$ cat src/hdl/spcc_pkg.sv
// Package for the socket power and clock control register bank.
// Assumes an APB slave with 32-bit data and word-aligned registers.
package spcc_pkg;
	localparam logic [11:0] SPCC_SOCKET_CONTROL_OFS = 12'h010;
	localparam logic [11:0] SPCC_SOCKET_STATUS_OFS = 12'h014;
	localparam logic [11:0] SPCC_RETEST_OFS = 12'h018;
	localparam logic [31:0] SPCC_SOCKET_CONTROL_RST = 32'h00000000;
	localparam int SPCC_STOP_POLICY_BIT = 7;
	localparam int SPCC_CARD_REQ_LSB = 4;
	localparam int SPCC_PROG_REQ_LSB = 0;
	localparam int SPCC_REQ_W = 3;
	localparam int SPCC_RETEST_BIT = 14;
	localparam logic [3:0] SPCC_IDLE_CLOCKS = 4'h8;
	localparam logic [2:0] SPCC_REQ_OFF = 3'h0;
	localparam logic [2:0] SPCC_REQ_12V = 3'h1;
	localparam logic [2:0] SPCC_REQ_5V = 3'h2;
	localparam logic [2:0] SPCC_REQ_3V3 = 3'h3;
	localparam logic [2:0] SPCC_REQ_XX = 3'h4;
	localparam logic [2:0] SPCC_REQ_YY = 3'h5;
	// Acceptable voltage set, one bit per code above: {YY, XX, 3V3, 5V}.
	localparam int SPCC_ACCEPT_W = 4;
	typedef enum logic [1:0] {SPCC_RUN, SPCC_STOP_REQ} spcc_clk_e;
endpackage

$ cat src/hdl/spcc_supply_gate.sv
// Turns one written supply request into the applied supply code.
// Assumes the acceptable-voltage mask is stable in the host clock domain.
`timescale 1ns/1ps
module spcc_supply_gate
	import spcc_pkg::*;
#(
	parameter bit ALLOW_12V = 1'b0
)
(
	input wire logic clk,
	input wire logic rst_n,
	input wire logic load,
	input wire logic [SPCC_REQ_W-1:0] request,
	input wire logic [SPCC_ACCEPT_W-1:0] accept,
	input wire logic enable,
	output logic [SPCC_REQ_W-1:0] applied
);
	logic [SPCC_REQ_W-1:0] applied_r;
	logic [SPCC_REQ_W-1:0] applied_nxt;
	wire is_off = request == SPCC_REQ_OFF;
	wire is_12v = ALLOW_12V && request == SPCC_REQ_12V;
	wire in_set = request >= SPCC_REQ_5V && request <= SPCC_REQ_YY;
	wire [1:0] set_idx = 2'(request - SPCC_REQ_5V);
	wire acceptable = is_off || is_12v || (in_set && accept[set_idx]);
	// Power off is always honoured, even while control is disabled, for safety.
	wire take = load && (is_off || (acceptable && enable));
	assign applied_nxt = take ? request : applied_r;
	assign applied = applied_r;
	always_ff @(posedge clk or negedge rst_n)
	begin
		if (!rst_n)
			applied_r <= SPCC_REQ_OFF;
		else
			applied_r <= applied_nxt;
	end
endmodule

$ cat src/hdl/spcc_top.sv
// Socket control register bank: supply requests and card clock stop policy.
// Assumes an APB master on CLK; card status arrives from pins.
// What this block does
// - Socket control at 10h, resets to zero.
// - Bits 31 to 8 read zero, ignore writes.
// - Bit 3 always reads zero.
// - Policy zero: stop needs idle and host request.
// - Policy one: stop after eight idle clocks.
// - Card supply field bits 6 to 4.
// - Programming supply field bits 2 to 0.
// - Apply only voltages the card accepts; programming supply also takes 12V.
// - Retest reinterrogates and re-enables power control.
//
// Register access over APB was chosen for this implementation.
`timescale 1ns/1ps
module spcc_top
	import spcc_pkg::*;
(
	input wire logic CLK,
	input wire logic RST_N,
	input wire logic PSEL,
	input wire logic PENABLE,
	input wire logic PWRITE,
	input wire logic [11:0] PADDR,
	input wire logic [31:0] PWDATA,
	output logic [31:0] PRDATA,
	output logic PREADY,
	output logic PSLVERR,
	input wire logic CARD_BUS_IDLE,
	input wire logic HOST_CLOCK_STOP_REQ,
	input wire logic [SPCC_ACCEPT_W-1:0] CARD_ACCEPT_VOLTAGES,
	input wire logic FORCE_DISABLE,
	output logic CARD_CLOCK_STOP_REQ,
	output logic [SPCC_REQ_W-1:0] CARD_SUPPLY,
	output logic [SPCC_REQ_W-1:0] PROGRAMMING_SUPPLY,
	output logic RETEST_PULSE
);
	logic [1:0] rst_sync_r;
	wire rst_n = rst_sync_r[1];
	always_ff @(posedge CLK or negedge RST_N)
	begin
		if (!RST_N)
			rst_sync_r <= 2'h0;
		else
			rst_sync_r <= {rst_sync_r[0], 1'b1};
	end

	// Idle, host and voltage pins pass three flops; a change counts when stages two and three agree.
	logic [2:0] idle_s_r;
	logic [2:0] host_s_r;
	logic [SPCC_ACCEPT_W-1:0] acc_s1_r;
	logic [SPCC_ACCEPT_W-1:0] acc_s2_r;
	logic [SPCC_ACCEPT_W-1:0] acc_s3_r;
	logic idle_q_r;
	logic host_q_r;
	logic [SPCC_ACCEPT_W-1:0] acc_q_r;
	always_ff @(posedge CLK or negedge rst_n)
	begin
		if (!rst_n)
		begin
			idle_s_r <= 3'h0;
			idle_q_r <= 1'b0;
		end
		else
		begin
			idle_s_r <= {idle_s_r[1:0], CARD_BUS_IDLE};
			if (idle_s_r[1] == idle_s_r[2])
				idle_q_r <= idle_s_r[2];
		end
	end

	always_ff @(posedge CLK or negedge rst_n)
	begin
		if (!rst_n)
		begin
			host_s_r <= 3'h0;
			host_q_r <= 1'b0;
		end
		else
		begin
			host_s_r <= {host_s_r[1:0], HOST_CLOCK_STOP_REQ};
			if (host_s_r[1] == host_s_r[2])
				host_q_r <= host_s_r[2];
		end
	end

	// The whole mask must agree across two stages, so a word caught mid-change is never taken.
	always_ff @(posedge CLK or negedge rst_n)
	begin
		if (!rst_n)
		begin
			acc_s1_r <= '0;
			acc_s2_r <= '0;
			acc_s3_r <= '0;
			acc_q_r <= '0;
		end
		else
		begin
			acc_s1_r <= CARD_ACCEPT_VOLTAGES;
			acc_s2_r <= acc_s1_r;
			acc_s3_r <= acc_s2_r;
			if (acc_s2_r == acc_s3_r)
				acc_q_r <= acc_s3_r;
		end
	end

	// APB decode; zero wait states, every access completes in its access phase.
	wire access = PSEL && PENABLE;
	wire wr = access && PWRITE;
	wire hit_ctl = PADDR == SPCC_SOCKET_CONTROL_OFS;
	wire hit_sts = PADDR == SPCC_SOCKET_STATUS_OFS;
	wire hit_rt = PADDR == SPCC_RETEST_OFS;
	wire mapped = hit_ctl || hit_sts || hit_rt;
	assign PREADY = 1'b1;
	assign PSLVERR = access && !mapped;

	logic stop_policy_r;
	logic [SPCC_REQ_W-1:0] card_req_r;
	logic [SPCC_REQ_W-1:0] prog_req_r;
	logic ctl_enable_r;
	wire ctl_wr = wr && hit_ctl;
	wire [SPCC_REQ_W-1:0] card_wd = PWDATA[SPCC_CARD_REQ_LSB +: SPCC_REQ_W];
	wire [SPCC_REQ_W-1:0] prog_wd = PWDATA[SPCC_PROG_REQ_LSB +: SPCC_REQ_W];
	wire rt_wr = wr && hit_rt && PWDATA[SPCC_RETEST_BIT];
	// Reserved codes are stored as written; only the gates decide what reaches the pins.
	always_ff @(posedge CLK or negedge rst_n)
	begin
		if (!rst_n)
		begin
			stop_policy_r <= SPCC_SOCKET_CONTROL_RST[SPCC_STOP_POLICY_BIT];
			card_req_r <= SPCC_REQ_OFF;
			prog_req_r <= SPCC_REQ_OFF;
		end
		else if (ctl_wr)
		begin
			stop_policy_r <= PWDATA[SPCC_STOP_POLICY_BIT];
			card_req_r <= card_wd;
			prog_req_r <= prog_wd;
		end
	end

	// Retest wins over a forced disable arriving in the same cycle.
	always_ff @(posedge CLK or negedge rst_n)
	begin
		if (!rst_n)
			ctl_enable_r <= 1'b1;
		else if (rt_wr)
			ctl_enable_r <= 1'b1;
		else if (FORCE_DISABLE)
			ctl_enable_r <= 1'b0;
	end

	always_ff @(posedge CLK or negedge rst_n)
	begin
		if (!rst_n)
			RETEST_PULSE <= 1'b0;
		else
			RETEST_PULSE <= rt_wr;
	end

	spcc_supply_gate #(.ALLOW_12V(1'b0)) u_card_gate (
		.clk(CLK),
		.rst_n(rst_n),
		.load(ctl_wr),
		.request(card_wd),
		.accept(acc_q_r),
		.enable(ctl_enable_r),
		.applied(CARD_SUPPLY)
	);
	spcc_supply_gate #(.ALLOW_12V(1'b1)) u_prog_gate (
		.clk(CLK),
		.rst_n(rst_n),
		.load(ctl_wr),
		.request(prog_wd),
		.accept(acc_q_r),
		.enable(ctl_enable_r),
		.applied(PROGRAMMING_SUPPLY)
	);

	// Idle counter saturates at eight so a long idle keeps the request asserted.
	logic [3:0] idle_cnt_r;
	spcc_clk_e clk_state_r;
	wire idle_enough = idle_cnt_r == SPCC_IDLE_CLOCKS;
	wire stop_cond = idle_enough && (stop_policy_r || host_q_r);
	always_ff @(posedge CLK or negedge rst_n)
	begin
		if (!rst_n)
		begin
			idle_cnt_r <= 4'h0;
			clk_state_r <= SPCC_RUN;
		end
		else
		begin
			if (!idle_q_r)
				idle_cnt_r <= 4'h0;
			else if (!idle_enough)
				idle_cnt_r <= idle_cnt_r + 4'h1;
			case (clk_state_r)
				SPCC_RUN:
					if (stop_cond)
						clk_state_r <= SPCC_STOP_REQ;
				SPCC_STOP_REQ:
					if (!stop_cond)
						clk_state_r <= SPCC_RUN;
				default:
					clk_state_r <= SPCC_RUN;
			endcase
		end
	end
	assign CARD_CLOCK_STOP_REQ = clk_state_r == SPCC_STOP_REQ;

	// Reserved bits are built as zeros, so writes to them cannot stick.
	wire [31:0] ctl_rd = {24'h000000, stop_policy_r, card_req_r, 1'b0, prog_req_r};
	wire [31:0] sts_rd = {20'h00000, ctl_enable_r, acc_q_r, CARD_SUPPLY, 1'b0,
		PROGRAMMING_SUPPLY};
	// Read data is captured in the setup phase, so PRDATA comes from a flop with no wait state.
	logic [31:0] prdata_r;
	wire rd_setup = PSEL && !PENABLE && !PWRITE;
	wire [31:0] rd_sel = hit_ctl ? ctl_rd :
		hit_sts ? sts_rd : 32'h00000000;
	always_ff @(posedge CLK or negedge rst_n)
	begin
		if (!rst_n)
			prdata_r <= 32'h00000000;
		else if (rd_setup)
			prdata_r <= rd_sel;
		else
			prdata_r <= 32'h00000000;
	end
	assign PRDATA = prdata_r;
endmodule

$ cat config.mk
export PLATFORM = sky130hd
export DESIGN_NAME = spcc_top
export DESIGN_NICKNAME = d
export VERILOG_FILES = /design/src/hdl/spcc_pkg.sv /design/src/hdl/spcc_supply_gate.sv /design/src/hdl/spcc_top.sv
export SDC_FILE = /design/constraint.sdc
export NUM_CORES = 1
export LEC_CHECK = 0
export BUFFER_PORTS_ARGS = -buffer_cell sky130_fd_sc_hd__buf_4
export CORE_MARGIN = 1.5
export CORE_UTILIZATION = 25
export CTS_BUF_LIST = sky130_fd_sc_hd__clkbuf_8
export DETAILED_ROUTE_END_ITERATION = 8
export PLACE_DENSITY = 0.56
export RECOVER_POWER = 50
export REMOVE_ABC_BUFFERS = 1
export SYNTH_ARGS = -nofsm -noshare
export SYNTH_HDL_FRONTEND = slang
export SYNTH_HIERARCHICAL = 1
export SYNTH_SLANG_ARGS = --single-unit
$ cat constraint.sdc
create_clock -name CLK -period 3.1 [get_ports CLK]
set_input_delay 0.465 -clock CLK [delete_from_list [all_inputs] [get_ports CLK]]
set_output_delay 0.465 -clock CLK [all_outputs]
set_load 0.01 [all_outputs]
# == Yosys cells after proc, flatten, opt, wreduce, memory -nomap -nowiden ==
# Index checks and enable logic that the tools add are counted.
# classes
add_sub_neg,3
n_div,0
n_shift,0
reduce_logical,33
multipliers,0
n_eq_ne,12
bitwise,0
order_cmp,6
mux,14
# ops
op,n
$eq A12 B5 Y1 const B,3
$mux W12,3
$logic_and A1 B1 Y1,17
$logic_or A1 B1 Y1,8
$mux W4,2
$ge A3 B2 Y1 const B,2
$le A3 B3 Y1 const B,2
$logic_not A3 Y1,2
$lt A2 B3 Y1 const B,2
$ne A2 B2 Y1 const B,3
$add A4 B1 Y4 const B,1
$bmux W1 S2,2
$eq A4 B4 Y1,1
$eq A4 B4 Y1 const B,1
$mux W1,4
$mux W2,2
$pmux W2 S2,1
$sub A2 B2 Y2 const B,2
$eq A3 B1 Y1 const B,1
$logic_not A1 Y1,3
$eq A1 B1 Y1,2
$eq A2 B1 Y1 const B,1
$logic_not A2 Y1,1
$reduce_and A2 Y1,1
$reduce_bool A2 Y1,1
# totals
latch_bits,0
mem_count,0
reg_bits,79
romBits,0
ramBits,0

# == Longest topological paths before layout ==
# Gate-level depths: netlist (run 1).
# depth
depth_word,8
depth_mapped,6
mapped_depth_nobuf,6

# == Cells and area by module ==
# Netlist (run 1), hierarchy kept.
# modules_own_cells
module,instances,cells_per_inst,seq_area_each_um2,area_per_inst_um2
spcc_top,1,153,1277.5,2026.9
spcc_supply_gate at u_prog_gate,1,18,75.1,222.7
spcc_supply_gate at u_card_gate,1,21,75.1,186.4

# == Least setup slack after synthesis (run 1) ==
# OpenSTA, ideal clock, no wires.
# synth_timing
path_type,input to register
startpoint,in PADDR[7]
endpoint,"reg u_prog_gate.applied_r[0], in the netlist u_prog_gate/applied[0]"
path_stages,5
setup_slack_ns,0.687
n_path_buf,0
required_ns,2.979
arrival_time_ns,2.292
cell_sequence,or4_1 > nor4_1 > o21a_1 > o41ai_4 > a22o_1
# synth_between
elab_chain_len,3
# synth_rtl
item,line,text
from (decl),spcc_top.sv:24,"input wire logic [11:0] PADDR,"
$eq A12 B5 Y1,spcc_top.sv:110,wire hit_ctl = PADDR == SPCC_SOCKET_CONTROL_OFS;
$logic_and A1 B1 Y1,spcc_top.sv:121,wire ctl_wr = wr && hit_ctl;
via ctl_wr,spcc_top.sv:121,
$logic_and A1 B1 Y1,spcc_supply_gate.sv:26,wire take = load && (is_off || (acceptable && enable));
to (signal assigned),spcc_supply_gate.sv:34,applied_r <= applied_nxt;
to (decl),spcc_supply_gate.sv:18,logic [SPCC_REQ_W-1:0] applied_r;
# The timed path passes the listed nets, and every way through them passes these cells.
# A chain may end at the register's enable or synchronous reset.

# == Worst setup path after layout (run 1) ==
# layout_timing
startpoint,in PADDR[1]
endpoint,out PSLVERR
# layout_between
elab_chain_len,5
word_cells_on_any_way,7
cone_classes,3 x eq/ne; 4 x reduce/logical
# layout_rtl
item,line,text
"$eq A12 B5 Y1, on equally long branches","spcc_top.sv:110, spcc_top.sv:111",
$logic_or A1 B1 Y1,spcc_top.sv:113,wire mapped = hit_ctl || hit_sts || hit_rt;
$logic_or A1 B1 Y1 *,spcc_top.sv:113,
$logic_not A1 Y1 *,spcc_top.sv:115,assign PSLVERR = access && !mapped;
$logic_and A1 B1 Y1 *,spcc_top.sv:115,
to (decl),spcc_top.sv:28,"output logic PSLVERR,"
# Every way passes the cells marked *; elsewhere a longest branch is shown, timed or not.

==> flow_summary.ini, run 1 <==
[status]
status = complete, but fails checks
violations = max-capacitance violations, max-slew violations

[worst_setup_path]
start_kind = input pin
crit_type = input pin to output port
crit_arrival_ns = 1.59
end_kind = output port
crit_required_ns = 2.63
worst-path-max-fanout = 3

[timing]
max_clock_freq_mhz = 486
drv_slew = 48
clock_skew_ns = 0.00875
finalHoldViolCount = 0
relSlewSlack_pct = -18.9
setup_viol = 0
fin_crit_ns = 2.06
min_period_over_period_pct = 66.4
final.setup.tns_ns = 0
layout_setup_ws_ns = 1.04
rsz0062_at_grt = false
tightest_slew_ns = 1.78

[power_and_ir_drop]
power_density_nw_per_um2 = 561
ir_drop_v = 0.000346
power.leakage_nw = 1.50
p_total_mw = 1.76

[route]
routed_via_density = 4.00
vias = 1551
dr.pass1.iters = 3
post_drt_wl_per_cell_microns = 11.5
drtIter0Drc = 34
drt-total-wl_mm = 4.48
drc = 0
drtAntennaViolNets = 0

[clock_network]
htreeDepth = 3
cts_buffer_depth = 2
cts_buffers = 9
clock-root-buffer = clkbuf_8
clk_pin_slew_ns = 0.07
post-cts-setup-buffers = 0
cts_num_sinks = 57
post_cts_resized = 0
cts_tree = done
hold_buffers = 1
clk_latency_ns = 0.33

[yosys]
synthFlopType = dfrtp_1
synth_edf_count = 0
synth.top_cell.area_share_pct = 57.5
ys_warn_count = 6
async_reset_ff_share_pct = 100
yosys-top-cells-area = dfrtp_1 (58%), buf_4 (6.8%), mux2_2 (5.1%)
ys_types = 40
yosysTopAreaCell = dfrtp_1
synth_area_sq_um = 2440
syn_avg_cell_area_sq_um = 12.7
synth_cells = 192
yosys_register_bits = 57
ys_seq_area_share_pct = 58.6

[hold_path]
hold_class = input pin to flip-flop

[finish]
fin_util_pct = 33.6
nets = 313
drive_gt1_share_pct = 33.2
n_fill_cell = 945
final_cells = 388
syn_to_final_growth_pct = 28.7
diodes = 0

[placement]
place_congestion = 0.769
post-place-ws_ns = 0.769
post-dp-hpwl_mm = 3.31
io_buffers = 51
dpl.cell_count = 371

[die]
ios = 98
die_area_sq_um = 10300
die_w_microns = 102
core-area_sq_um = 9330
num_rows = 35
die_y_microns = 102
initial_core_util_pct = 26.1

[global_routing]
first_global_vias = 1486
grt-ovfl-total = 0
antenna_found_initial = 0
grt_max_degree = 48
grt_pass1_wl_mm = 7.13
grt.total_usage_pct = 9.20

[run]
drv_cap = 1
## per-stage QoR
stage               hold WS [ns]  instance area [sq um]
floorplan                  0.169                   2340
global placement           0.248                   2900
detailed placement         0.249                   2900
CTS                        0.206                   3140
global route               0.228                   3130
finish                     0.252                   3130
## cell usage in the layout (no fill, tap or decap), drive strengths merged, types with 2 or more instances in the layout
cell,Yosys,final
nor2,16,16
bufinv,0,2
buf,22,46
xor2,4,4
a22o,3,3
inv,7,8
maj3,2,2
o21ai,3,3
ha,3,3
nand3,5,5
clkbuf,2,16
and2,2,2
nand4,2,2
nor2b,2,2
o21a,2,2
nor4,4,4
dfrtp,56,56
conb,2,23
and3,2,2
nor3,4,4
mux2,12,12
mux2i,12,12
xnor2,2,2
nand2,8,8
nor4b,2,2
nand3b,2,2
clkinv,0,3
## state kept, by name, summed over array words and instances, names as in the netlist, 2 cells and up
register,count
u_card_gate/applied,3
card_req_r,3
acc_s2_r,4
host_s_r,3
prog_req_r,3
acc_s1_r,4
PRDATA,11
acc_s3_r,4
u_prog_gate/applied,3
idle_s_r,3
acc_q_r,4
rst_sync_r,2
idle_cnt_r,4
## worst max-delay path: stages
cell and delay, ns:
buf_4 0.11, nor4b_1 0.51, nand4_1 0.16, and3_1 0.21
buf_4 0.14
## worst paths after layout
kind,from,to,slack [ns],cells after the start
max reg2reg,rst_sync_r[1]$_DFF_PN0_,prog_req_r[0]$_DFFE_PN0P_,1.30,0
min,CARD_BUS_IDLE,idle_s_r[0]$_DFF_PN0_,0.25,1
max,PADDR[1],PSLVERR,1.04,5
max in group asynchronous,rst_sync_r[1]$_DFF_PN0_,prog_req_r[0]$_DFFE_PN0P_,1.30,0
min reg2reg,acc_s1_r[1]$_DFF_PN0_,acc_s2_r[1]$_DFF_PN0_,0.35,0
min in group asynchronous,RST_N,rst_sync_r[0]$_DFF_PN0_,0.43,2
## power by group
part	switching, mW	total, mW	leakage, nW	internal [mW]
combinational	0.0751	0.157	0.674	0.0818
clock	0.310	0.768	0.110	0.458
sequential	0.0476	0.834	0.716	0.786
## layout make-up
class | instances | area (sq um) | share of cell area, %
clock buffers | 9 | 124 | 3.95
clock inverters | 7 | 103 | 3.27
inverters | 7 | 26.3 | 0.838
multi-input cells | 125 | 888 | 28.3
flip-flops and latches | 57 | 1430 | 45.5
well taps | 129 | 161 | 5.15
repair buffers | 54 | 404 | 12.9
## per-layer routing
metal  track usage (%)  up-vias  part of all wire [%]
met2              14.4       47                    48
li1                  -      748                     -
met1              11.1      748                    44
met5                 0        -                     0
met4              3.85        0                   1.6
met3              3.93        8                   6.1
## cells in the mapped netlist, drive strengths merged (4+ instances only)
master,instances
dfrtp,56
buf,22
nor2,16
mux2,12
mux2i,12
nand2,8
inv,7
nand3,5
nor3,4
nor4,4
xor2,4
## cell families after synthesis
family,after synthesis,synth area share [%]
flip-flops,57,58.6
AND/OR/NAND/NOR,54,12.4
buffers and inverters,31,8.17
multiplexers,24,10.5
AO/OA/AOI/OAI,13,5.55
XOR/XNOR,6,2.16
adder cells (fa/ha/maj),5,2.36
other,2,0.308
(Power assumes the default switching activity.)
==> run 2: changes to the inputs <==
PLACE_DENSITY = 0.58   (was 0.56)
clock period = 1.8 ns   (was 3.1 ns; I/O delays follow)
==> run 2 against run 1 <==
Net effect:
- the flow now finishes without violations
- critical path depth increased by 1
- flip-flop and latch count did not move
- die area is the same
- critical path type is now input pin to flip-flop
- critical endpoint is now card_req_r[0]$_DFFE_PN0P_
- largest cell class unchanged
- highest routed layer unchanged
==> flow_summary.ini, run 2 (synthesis gave the netlist of run 1 again) <==
[timing]
drv_slew = 0
layout_setup_ws_ns = 0.104
fin_crit_ns = 1.70
setup_viol = 0
max_clock_freq_mhz = 590
tightest_slew_ns = 1.05
hold_slack_ns = 0.0636
finalHoldViolCount = 0
rsz0062_at_grt = false
clock_skew_ns = 0.00633
relSlewSlack_pct = 30.2
min_period_over_period_pct = 94.2

[global_routing]
top_usage_layer = met2
gr-usage-met1_pct = 11.7
grt_pass1_wl_mm = 7.78
grt_use_met3_pct = 3.45
grt.total_usage_pct = 9.78
grt_max_degree = 49
first_global_vias = 1651
antenna_found_initial = 0
grt_util_met2_pct = 16.2
grt-ovfl-total = 0

[finish]
nets = 326
n_fill_cell = 945
diodes = 0
final_common_cell = buf_4
largest_reg_flops = 11
syn_to_final_growth_pct = 31.6
final_cells = 401
final_cell_mix = buf_4 (58), dfrtp_1 (56), conb_1 (23)
final_area_sq_um = 3210
drive_gt1_share_pct = 36.4

[route]
drc = 0
drtAntennaViolNets = 0
vias = 1590
dr.pass1.iters = 4
drt-total-wl_mm = 4.70
drtIter0Drc = 49
post_drt_wl_per_cell_microns = 11.7
routed_via_density = 3.97

[power_and_ir_drop]
power_density_nw_per_um2 = 915
power.leakage_nw = 1.55
ir_drop_v = 0.000353
p_total_mw = 2.93

[clock_network]
clk_latency_ns = 0.33
cts_buffers = 9
cts_buffer_depth = 2
clock-root-buffer = clkbuf_8
cts_num_sinks = 57
cts_tree = done
htreeDepth = 3
clk_pin_slew_ns = 0.07

[placement]
dpl.cell_count = 384
place_congestion = 0.742
post-dp-hpwl_mm = 3.47
post-place-ws_ns = -0.241
io_buffers = 51
placed_area_sq_um = 3010

[status]
status = completed

[worst_setup_path]
crit_arrival_ns = 1.91
crit_slowest_cell = or4_1
end_kind = flip-flop
r2r_cells = 4
cpPeakStageDelay_ns = 0.55
crit_required_ns = 2.01
start_kind = input pin
worst-path-max-fanout = 7
crit_type = input pin to flip-flop
crit_path_frequent_cell = buf_4
path_cells = buf_4, or4_1, buf_4, nor4_4, buf_4, mux2_2

[die]
die_w_microns = 102
initial_core_util_pct = 26.1
die_area_sq_um = 10300
core-area_sq_um = 9330
ios = 98
num_rows = 35
die_y_microns = 102

[hold_path]
hold_class = input pin to flip-flop
hold_depth = 1

[run]
drv_cap = 0
run 2: changes by cell type in the layout (fill, tap and decap cells not counted), sizes merged:
cell / change
buf: +13
bufinv: -1
clkinvlp: +1
run 2: worst paths after layout:
kind	startpoint	to	slack (ns)
min in group asynchronous	rst_sync_r[1]$_DFF_PN0_	idle_s_r[0]$_DFF_PN0_	0.11
max	PADDR[7]	card_req_r[0]$_DFFE_PN0P_	0.10
min	HOST_CLOCK_STOP_REQ	host_s_r[0]$_DFF_PN0_	0.06
max in group asynchronous	rst_sync_r[1]$_DFF_PN0_	RETEST_PULSE$_DFF_PN0_	0.37
max reg2reg	acc_q_r[3]$_DFFE_PN0N_	u_prog_gate/applied[0]$_DFFE_PN0P_	0.26
min reg2reg	rst_sync_r[1]$_DFF_PN0_	idle_s_r[0]$_DFF_PN0_	0.11
run 2: cell type report:
cell class	instances	area, sq um	area share (%)
Sequential cell	57	1430	44.5
Multi-Input combinational cell	125	888	27.7
Timing Repair Buffer	67	499	15.6
Tap cell	129	161	5.03
Clock buffer	9	124	3.86
Clock inverter	7	80.1	2.50
Inverter	7	26.3	0.819
run 2: metal layers:
metal / vias to the layer above / routed length, microns
met5: - / 0
met1: 757 / 2000
met4: 0 / 30
li1: 770 / -
met3: 5 / 296
met2: 58 / 2380
run 2: worst max-delay path: cells and delay by family:
kind | cells | cell delay (ns)
buffers and inverters | 3 | 0.48
muxes | 1 | 0.35
and+or+nand+nor | 2 | 0.80
run 2: power breakdown:
group	switching, mW	total, mW	internal [mW]
clock	0.542	1.19	0.649
combinational	0.163	0.333	0.169
sequential	0.0542	1.41	1.35
total	0.760	2.93	2.17
run 2: metrics by stage:
stage | setup TNS (ns) | util, %
floorplan | -1.83 | -
global placement | -2.17 | 32.3
detailed placement | -2.49 | 32.3
CTS | 0 | 34.6
global route | 0 | 34.4
finish | 0 | 34.4
run 2: timing repair:
| action | in CTS | in global routing |
|---|---|---|
| hold endpoints to repair | 2 | 0 |
| buffers inserted | 0 | 0 |
| hold buffers | 1 | 0 |
| resized for setup | 0 | 0 |
